--- src/hbfpl_defines.vh ---
`ifndef HBFPL_DEFINES_VH
`define HBFPL_DEFINES_VH

// Clock period in ns (10 MHz)
`define HBFPL_CLK_PERIOD_NS 100
// Current-limit off-time in ns, 20 us typical
`define HBFPL_OFF_TIME_NS 20000
// Off-time in clock cycles, rounded down
`define HBFPL_OFF_CYCLES (`HBFPL_OFF_TIME_NS / `HBFPL_CLK_PERIOD_NS)
// Width of the off-time counter
`define HBFPL_OFF_CNT_W 12
// Bridge drive codes: low, high, high impedance
`define HBFPL_DRV_LOW 2'h0
`define HBFPL_DRV_HIGH 2'h1
`define HBFPL_DRV_HIZ 2'h2
// Fault latch cause codes
`define HBFPL_CAUSE_NONE 2'h0
`define HBFPL_CAUSE_SHORT 2'h1
`define HBFPL_CAUSE_OVERTEMP 2'h2

`endif

--- src/hbfpl_edge_detect.v ---
`timescale 1ns/100ps
`include "hbfpl_defines.vh"

// Samples the two reset inputs and reports the clearing edges
module hbfpl_edge_detect
(
  // Clock and reset
  input wire sys_clk,
  input wire rst_n,
  // Sampled control inputs
  input wire disable_active_high,
  input wire enable_active_low_disable,
  // One-cycle clearing pulse
  output wire clear_edge
);

  reg dis_prev;
  reg en_prev;

  // Previous samples; reset to the idle levels so no edge fires at startup
  always @(posedge sys_clk)
  begin
    if (!rst_n)
    begin
      dis_prev <= 1'b0;
      en_prev <= 1'b1;
    end
    else
    begin
      dis_prev <= disable_active_high;
      en_prev <= enable_active_low_disable;
    end
  end

  // Disable falling or enable rising clears a latch [RULE14] [RULE2]
  assign clear_edge = (dis_prev & ~disable_active_high) |
                      (~en_prev & enable_active_low_disable);

endmodule // hbfpl_edge_detect

--- src/hbfpl_off_timer.v ---
`timescale 1ns/100ps
`include "hbfpl_defines.vh"

// Constant off-time timer for current limiting
module hbfpl_off_timer
(
  // Clock and reset
  input wire sys_clk,
  input wire rst_n,
  // Start pulse and load value
  input wire start,
  input wire [`HBFPL_OFF_CNT_W-1:0] load_cycles,
  // Busy while off-time runs
  output wire busy
);

  reg [`HBFPL_OFF_CNT_W-1:0] count;

  // Loads on start, counts down to zero; restart ignored while busy [RULE15]
  always @(posedge sys_clk)
  begin
    if (!rst_n)
      count <= {`HBFPL_OFF_CNT_W{1'b0}};
    else if (start && (count == {`HBFPL_OFF_CNT_W{1'b0}}))
      count <= load_cycles;
    else if (count != {`HBFPL_OFF_CNT_W{1'b0}})
      count <= count - {{(`HBFPL_OFF_CNT_W-1){1'b0}}, 1'b1};
  end

  assign busy = (count != {`HBFPL_OFF_CNT_W{1'b0}});

endmodule // hbfpl_off_timer

--- src/hbfpl_top.v ---
`timescale 1ns/100ps
`include "hbfpl_defines.vh"

// Operation
// RULE1: Short-circuit latches both outputs off, flag low
// RULE2: Disable fall or enable rise clears latch
// RULE3: Outputs follow inputs when no fault active
// RULE4: Current limit forces outputs off for off-time
// RULE5: Above 160 C use folded-back limit
// RULE6: Overtemperature detector starts thermal shutdown
// RULE7: Overtemperature latches outputs off, flag low
// RULE8: Thermal reset re-enables only below hysteresis
// RULE9: Fault reset and power cycle clear flag
// RULE10: System limits time above 150 C
// RULE11: Lost supply puts outputs off at once
// RULE12: Undervoltage forces off, flag low, no latch
// RULE13: Polarity, disable and sleep set outputs
// RULE14: Reset edges found by sample comparison
// RULE15: Off-time timed by loaded cycle counter
module hbfpl_top
(
  // Clock and reset; reset stands for a power cycle
  input wire sys_clk,
  input wire rst_n,
  // Microcontroller control inputs
  input wire polarity_input_a,
  input wire polarity_input_b,
  input wire disable_active_high,
  input wire enable_active_low_disable,
  // Analog detector results
  input wire short_detect,
  input wire current_over_normal_limit,
  input wire current_over_foldback_limit,
  input wire temp_above_foldback,
  input wire temp_above_shutdown,
  input wire temp_below_hysteresis,
  input wire supply_undervoltage,
  input wire power_supply_input_open,
  // Off-time length in clock cycles
  input wire [`HBFPL_OFF_CNT_W-1:0] limit_off_time,
  // Bridge terminals, each with drive value and enable
  output reg bridge_terminal_a,
  output reg bridge_terminal_a_oe,
  output reg bridge_terminal_b,
  output reg bridge_terminal_b_oe,
  // Fault flag to microcontroller, low on fault
  output reg fault_flag_n,
  // Status of fault latch, off-time timer and threshold selection
  output reg [1:0] fault_cause,
  output reg limit_active,
  output reg current_limit_threshold
);

  localparam ST_RUN = 2'h0;
  localparam ST_LATCHED = 2'h1;
  localparam ST_COOLING = 2'h2;

  reg [1:0] state;
  reg [1:0] next_state;
  reg [1:0] next_cause;
  reg [1:0] cause;
  wire clear_edge;
  wire off_busy;
  wire over_limit;
  wire limit_start;
  wire latched;
  wire forced_off;
  wire flag_low;
  reg [1:0] drv_a;
  reg [1:0] drv_b;

  // Decode one polarity input into a half-bridge drive code
  function [1:0] hbfpl_half_drive;
    input pol;
    begin
      hbfpl_half_drive = pol ? `HBFPL_DRV_HIGH : `HBFPL_DRV_LOW;
    end
  endfunction

  hbfpl_edge_detect u_edge
  (
    .sys_clk(sys_clk),
    .rst_n(rst_n),
    .disable_active_high(disable_active_high),
    .enable_active_low_disable(enable_active_low_disable),
    .clear_edge(clear_edge)
  );

  // Foldback: hot die compares against the lower threshold [RULE5]
  assign over_limit = temp_above_foldback ? current_over_foldback_limit
                                          : current_over_normal_limit;
  // Only starts in run state with supply present and timer idle; disable and sleep do not block it
  assign limit_start = over_limit & ~off_busy & ~forced_off; // [RULE4]

  hbfpl_off_timer u_timer
  (
    .sys_clk(sys_clk),
    .rst_n(rst_n),
    .start(limit_start),
    .load_cycles(limit_off_time),
    .busy(off_busy)
  );

  // Fault latch; a new fault in the clearing cycle wins over the clear, except a short when the clear goes to cooling
  always @*
  begin
    next_state = state;
    next_cause = cause;
    case (state)
      ST_RUN:
      begin
        if (temp_above_shutdown)
        begin
          next_state = ST_LATCHED; // [RULE6] [RULE7]
          next_cause = `HBFPL_CAUSE_OVERTEMP;
        end
        else if (short_detect)
        begin
          next_state = ST_LATCHED; // [RULE1]
          next_cause = `HBFPL_CAUSE_SHORT;
        end
      end
      ST_LATCHED:
      begin
        if (clear_edge)
        begin
          if (cause == `HBFPL_CAUSE_OVERTEMP && !temp_below_hysteresis)
            next_state = ST_COOLING; // [RULE8]
          else
          begin
            next_state = ST_RUN; // [RULE2] [RULE9]
            next_cause = `HBFPL_CAUSE_NONE;
          end
        end
      end
      ST_COOLING:
      begin
        // Flag already cleared; wait for die to cool [RULE8]
        if (temp_below_hysteresis)
        begin
          next_state = ST_RUN;
          next_cause = `HBFPL_CAUSE_NONE;
        end
      end
      default:
      begin
        next_state = ST_LATCHED;
        next_cause = `HBFPL_CAUSE_NONE;
      end
    endcase
    // Fault still present when the latch would return to run wins, so the bridge never
    // drives for even one cycle into a standing short [RULE1] [RULE7]
    if (next_state != ST_LATCHED && temp_above_shutdown)
    begin
      next_state = ST_LATCHED;
      next_cause = `HBFPL_CAUSE_OVERTEMP;
    end
    else if (next_state == ST_RUN && short_detect)
    begin
      next_state = ST_LATCHED;
      next_cause = `HBFPL_CAUSE_SHORT;
    end
  end

  // Power cycle clears every latched fault [RULE9]
  always @(posedge sys_clk)
  begin
    if (!rst_n)
    begin
      state <= ST_RUN;
      cause <= `HBFPL_CAUSE_NONE;
    end
    else
    begin
      state <= next_state;
      cause <= next_cause;
    end
  end

  assign latched = (state != ST_RUN);
  // Undervoltage and open supply are levels, never latched [RULE11] [RULE12]
  assign forced_off = latched | supply_undervoltage | power_supply_input_open;
  // Flag stays high in cooling: reset already cleared it [RULE9]
  assign flag_low = (state == ST_LATCHED) | supply_undervoltage |
                    (enable_active_low_disable & disable_active_high);

  // Commanded drive per half-bridge [RULE3] [RULE13]
  always @*
  begin
    drv_a = hbfpl_half_drive(polarity_input_a);
    drv_b = hbfpl_half_drive(polarity_input_b);
    if (!enable_active_low_disable || disable_active_high)
    begin
      drv_a = `HBFPL_DRV_HIZ; // [RULE13]
      drv_b = `HBFPL_DRV_HIZ;
    end
    if (forced_off || off_busy)
    begin
      drv_a = `HBFPL_DRV_HIZ; // [RULE1] [RULE7] [RULE4] [RULE11]
      drv_b = `HBFPL_DRV_HIZ;
    end
  end

  // Registered outputs; power cycle leaves the bridge off
  always @(posedge sys_clk)
  begin
    if (!rst_n)
    begin
      bridge_terminal_a <= 1'b0;
      bridge_terminal_a_oe <= 1'b0;
      bridge_terminal_b <= 1'b0;
      bridge_terminal_b_oe <= 1'b0;
      fault_flag_n <= 1'b1;
      fault_cause <= `HBFPL_CAUSE_NONE;
      limit_active <= 1'b0;
      current_limit_threshold <= 1'b0;
    end
    else
    begin
      bridge_terminal_a <= (drv_a == `HBFPL_DRV_HIGH);
      bridge_terminal_a_oe <= (drv_a != `HBFPL_DRV_HIZ);
      bridge_terminal_b <= (drv_b == `HBFPL_DRV_HIGH);
      bridge_terminal_b_oe <= (drv_b != `HBFPL_DRV_HIZ);
      fault_flag_n <= ~flag_low; // [RULE1] [RULE7] [RULE12]
      fault_cause <= cause;
      limit_active <= off_busy;
      current_limit_threshold <= temp_above_foldback; // [RULE5]
    end
  end

endmodule // hbfpl_top

--- config.mk ---
export PLATFORM = sky130hd
export DESIGN_NAME = hbfpl_top
export DESIGN_NICKNAME = d
export VERILOG_FILES = /design/src/hbfpl_edge_detect.v /design/src/hbfpl_off_timer.v /design/src/hbfpl_top.v
export VERILOG_INCLUDE_DIRS = /design/src /design/src/src
export SDC_FILE = /design/constraint.sdc
export NUM_CORES = 1
export LEC_CHECK = 0
export ABC_AREA = 1
export BUFFER_PORTS_ARGS = -buffer_cell sky130_fd_sc_hd__buf_2
export CAP_MARGIN = 20
export CORE_UTILIZATION = 25
export DETAILED_ROUTE_END_ITERATION = 6
export PLACE_DENSITY = 0.45
export RECOVER_POWER = 25
export SLEW_MARGIN = 20
export SYNTH_ARGS = -nofsm -noshare
export SYNTH_HDL_FRONTEND = slang
export SYNTH_SLANG_ARGS = --single-unit
--- constraint.sdc ---
create_clock -name sys_clk -period 2.1 [get_ports sys_clk]
set_input_delay 0.105 -clock sys_clk [delete_from_list [all_inputs] [get_ports sys_clk]]
set_output_delay 0.105 -clock sys_clk [all_outputs]
set_load 0.01 [all_outputs]
# Word-level counts from Yosys, hierarchy flattened

Index checks and enable logic that the tools add are counted.

$add $sub $neg: 1
Equality and inequality tests: 16
Muxes and demuxes: 25
Bitwise gates (word level): 16
Reductions and logical operators: 18

Operators by type and width:

| kind                                                   | number |
|---|---|
| 2-to-1 mux 2 bit                                       | 16 |
| 2-to-1 mux 12 bit                                      | 2 |
| inequality test 4 bit (second input constant)          | 4 |
| zero test 12 bit                                       | 1 |
| case mux 2 bit (3 select lines)                        | 2 |
| nonzero test 12 bit                                    | 1 |
| subtractor 12 x 1 -> 12 bit (second input constant)    | 1 |
| inequality test 3 bit (second input constant)          | 3 |
| AND reduction 4 bit                                    | 2 |
| == test 2 x 1 -> 1 bit (second input constant)         | 3 |
| inverter 1 bit                                         | 6 |
| AND 1 bit                                              | 5 |
| 2-to-1 mux 1 bit                                       | 5 |
| inequality test 5 bit (second input constant)          | 1 |
| OR 1 bit                                               | 5 |
| == test 2 bit (second input constant)                  | 2 |
| logical AND 1 bit                                      | 4 |
| zero test 2 bit                                        | 2 |
| inequality test 2 bit (second input constant)          | 2 |
| nonzero test 2 bit                                     | 2 |
| OR reduction 3 bit                                     | 1 |
| zero test 1 bit                                        | 2 |
| logical OR 1 bit                                       | 2 |
| inequality test 2 x 1 -> 1 bit (second input constant) | 1 |
| OR reduction 2 bit                                     | 1 |

Flip-flop bits (word level): 27
Output and inout bits: 9

# Depth between registers and ports, before layout

Word-level depth: 9
Depth in mapped cells: 11
Mapped depth without buffers: 11

# Hierarchy

A second synthesis with hierarchy kept.

Cells, all modules: 247
Area, all modules: 1620.3 µm²

Modules (own cells, without submodules):

| module            | times used | cells each | area each (µm²) | sequential area each (µm²) |
|---|---|---|---|---|
| hbfpl_off_timer   | 1          | 158        | 1002.2          | 240.2 |
| hbfpl_top         | 1          | 78         | 544.3           | 260.2 |
| hbfpl_edge_detect | 1          | 11         | 73.8            | 40.0 |

# Worst setup path after synthesis

OpenSTA, ideal clock, no wires.

Path kind: register -> register
Start point: register u_timer.count[0]
End point: register u_timer.count[2]
Library setup time: 0.070 ns
Arrival time: 1.389 ns
Required time: 2.030 ns
Setup slack: 0.641 ns
Stages on the path, launching flop included: 9
Period minus slack after synthesis: 1.459 ns
Cells stage by stage: dfxtp_1 inv_1 ha_1 nand3_2 nor3_4 nand3_4 clkinv_4 nand2_1 a21oi_1

Word-level cells in the longest chain between the ends: 6

Ends and longest elaborated chain:

| what                                                                | line                 | RTL |
|---|---|---|
| from (decl)                                                         | hbfpl_off_timer.v:17 | `` reg [`HBFPL_OFF_CNT_W-1:0] count; `` |
| from (signal assigned)                                              | hbfpl_off_timer.v:23 | `` count <= {`HBFPL_OFF_CNT_W{1'b0}}; `` |
| from (signal assigned)                                              | hbfpl_off_timer.v:25 | `count <= load_cycles;` |
| from (signal assigned)                                              | hbfpl_off_timer.v:27 | `` count <= count - {{(`HBFPL_OFF_CNT_W-1){1'b0}}, 1'b1}; `` |
| branches (longest 6 deep; another with subtractor 12 x 1 -> 12 bit) | n/a                  |  |

Several ways; the timed one is not identified. The select of a mux whose other input is x is not followed.
A chain may end at the register's enable or synchronous reset.

# Worst setup path in the final report

Start point: register u_timer.count[0]
End point: register u_timer.count[4]

Same word-level chain as after synthesis.

==> results.toml <==
[power_and_ir_drop]
vdd_ir_drop_max_v = 0.0003524
power.static_leakage_nw = 0.9129
clkPwrFrac_pct = 16.0
p_switching_mw = 0.8184
power_density_nw_per_um2 = 1130
switching_share_pct = 42.39
p_int_mw = 1.112
power_frac_comb_pct = 48.4
p_seq_share_pct = 35.7

[sta]
layout_min_cycle_time_ps = 1797
tightestPinTransition_ps = 632.1
max_freq_mhz = 556.4
fin_crit_sh_pct = 85.59
setup_viol_count_final = 0
grt_setup_unrepaired = "no"
fin_skew_ps = 4.557
hold_violations = 0
slew_headroom_pct = 57.86
final_max_slew_viol_count = 0
whs_ps = 27.06
final.setup.tns_ps = 0

[setup_path]
path_class = "flip-flop to flip-flop"
cp.required_ps = 2310
crit_fanout = 8
end_kind = "flip-flop"
arrival_ps = 2000
crit_slowest_cell = "nor3_4"
critical_path.cell_chain = "inv_1, ha_1, nand3_2, nor3_4, nand3_4, clkinv_4, nand2_1, a21oi_1"
cpPeakStageDelay_ps = 360
startpoint_type = "flip-flop"

[clock_network]
clk_pin_slew_ps = 100
cts.path.max_buffers = 2
clkLatencyLatePin_ps = 280
hold_buffers = 0
cts_tree = "built"
cts_buffers = 3
cts.sinks = 27
cts-root-buf = "clkbuf_8"
htree_levels = 1
cts_resized = 0
cts_setup_buffers = 0

[yosys]
synthDistinctLibCells = 27
syn_inst = 217
yosysWarnings = 0
synth_top_family_by_area = "simple AND/OR/NAND/NOR gates"
synth_fp_nets = 244
syn-cell-area_um2 = 1416
avgSynthCellArea_um2 = 6.527
yosys_register_bits = 27
synthXorXnorAreaFrac_pct = 4.329
synth_mux_area_share_pct = 0
synth_fa_ha_area_share_pct = 0.8834
yosys.area_share.simple_pct = 37.46
synthTopCellsByArea = "dfxtp_1 (38%), nand2_1 (18%), inv_1 (9.3%)"
yosysSeqAreaShare_pct = 38.16
yosys.area.top_type = "dfxtp_1"
synth-compound-area-share_pct = 8.481
yosys.area.top_type_share_pct = 38.16

[floorplanning]
die_y_um = 77.27
row_count = 27
start_util_pct = 25.88
die_w_um = 77.27
ios = 35
core-area_um2 = 5473
die_area_um2 = 5971

[global_routing]
antenna_found_initial = 0
grt_start_max_net_pins = 17
grt.overflow.total = 0
grt_pass1_wl_um = 5602
grt_usage_pct = 11.91
grt_pass1_vias = 1265

[placed_design]
placed_area_um2 = 1665
port_buffers = 34
gp_congestion = 0.8214
place_hpwl_um = 2657

[final_layout]
diodes = 0
area_growth_pct = 20.58
nNetsFinal = 281
layout-drive-gt1-share_pct = 17.00
utilization_pct = 31.21
fin_area_um2 = 1708

[run]
maxCapViolCount = 0

[drt]
first_pass_iters = 4
num_vias = 1360
detail-route-antenna-nets = 0
drt-wirelength-per-cell_um = 10.24
drc = 0
drt_iter0_markers = 50
viasPerCell = 4.185
finalWirelength_um = 3327

[hold_path]
hold_path.class = "primary input to flip-flop"

[run_status]
status = "complete, no violations"
layout by cell type, fill, tap and decap left out, drive strengths merged:
cell and n:
nand2 68, nor2 37, inv 35, buf 29, dfxtp 27, nand3 12, o21ai 8, clkbuf 8
a21oi 7, xor2 4, xnor2 3, nand3b 2, a21boi 2, nor3 2, a31o 1, o31ai 1
clkinv 1, nand4 1, or2 1, o211ai 1, a31oi 1, ha 1, clkinvlp 1
power groups by stage:
stage               clock network, mW  registers, mW  logic (mW)
finish                          0.308          0.689       0.934
global route                    0.346          0.704        1.08
CTS                             0.328          0.689       0.940
detailed placement                  0          0.700       0.935
global placement                    0          0.703       0.954
floorplan                           0          0.688       0.745
metal layers:
layer	GRT usage (%)	share of wire, %	routed length [um]	vias to the layer above
met4	3.019	1.3	42	0
li1	-	-	-	732
met3	3.095	3.5	118	4
met5	0	0	0	-
met1	14.08	46	1544	600
met2	21.15	49	1621	24
critical path, delay by kind of cell, from the launching register on:
kind	cells	cell delay (ps)
AO/OA/AOI/OAI	1	110
AND/OR/NAND/NOR	4	780
adder cells (fa/ha/maj)	1	260
flip-flops	1	330
buffers and inverters	2	230
layout make-up:
cell class / instances / area, um2
flip-flops and latches: 27 / 540.5
clock inverters: 1 / 7.507
well taps: 72 / 90.09
fillers: 625 / 3765
inverters: 36 / 140.1
multi-input cells: 152 / 724.4
repair buffers: 34 / 163.9
clock buffers: 3 / 41.29
cells in the mapped netlist, drive strengths merged:
master,count
a21boi,2
a21oi,7
a31o,1
a31oi,1
buf,1
clkbuf,1
clkinv,1
dfxtp,27
ha,1
inv,35
nand2,68
nand3,12
nand3b,2
nand4,1
nor2,37
nor3,2
o211ai,1
o21ai,8
o31ai,1
or2,1
xnor2,3
xor2,4
cells by family (layout without fill, tap and decap cells):
| kind of cell | Yosys count | in the layout |
|---|---|---|
| adders and majority gates | 1 | 1 |
| and+or+nand+nor | 123 | 123 |
| buffers and inverters | 38 | 74 |
| AOI/OAI and AO/OA | 21 | 21 |
| xor gates and xnor gates | 7 | 7 |
| DFF | 27 | 27 |
sequential cells by signal (all words and copies together), names as in the netlist, 2 cells and up:
name           cells
fault_cause        2
cause              2
state              2
u_timer.count     12
per-stage QoR:
stage | cells | setup slack [ps] | total power [mW]
2_1_floorplan | 217 | 640.8 | 1.433
3_3_place_gp | 321 | 322.8 | 1.657
5_1_grt | 325 | 117.9 | 2.127
4_1_cts | 325 | 306.3 | 1.958
3_5_place_dp | 321 | 327.2 | 1.635
6_report | 325 | 302.6 | 1.931
final timing paths:
check	slack [ps]	end	cells after the start	start
max reg2reg	300	u_timer.count[4]	8	u_timer.count[0]
min reg2reg	450	fault_cause[0]	2	cause[0]
max	300	u_timer.count[4]	8	u_timer.count[0]
min	30	bridge_terminal_a	3	polarity_input_a
No activity file was read; power rests on OpenSTA's default activity.
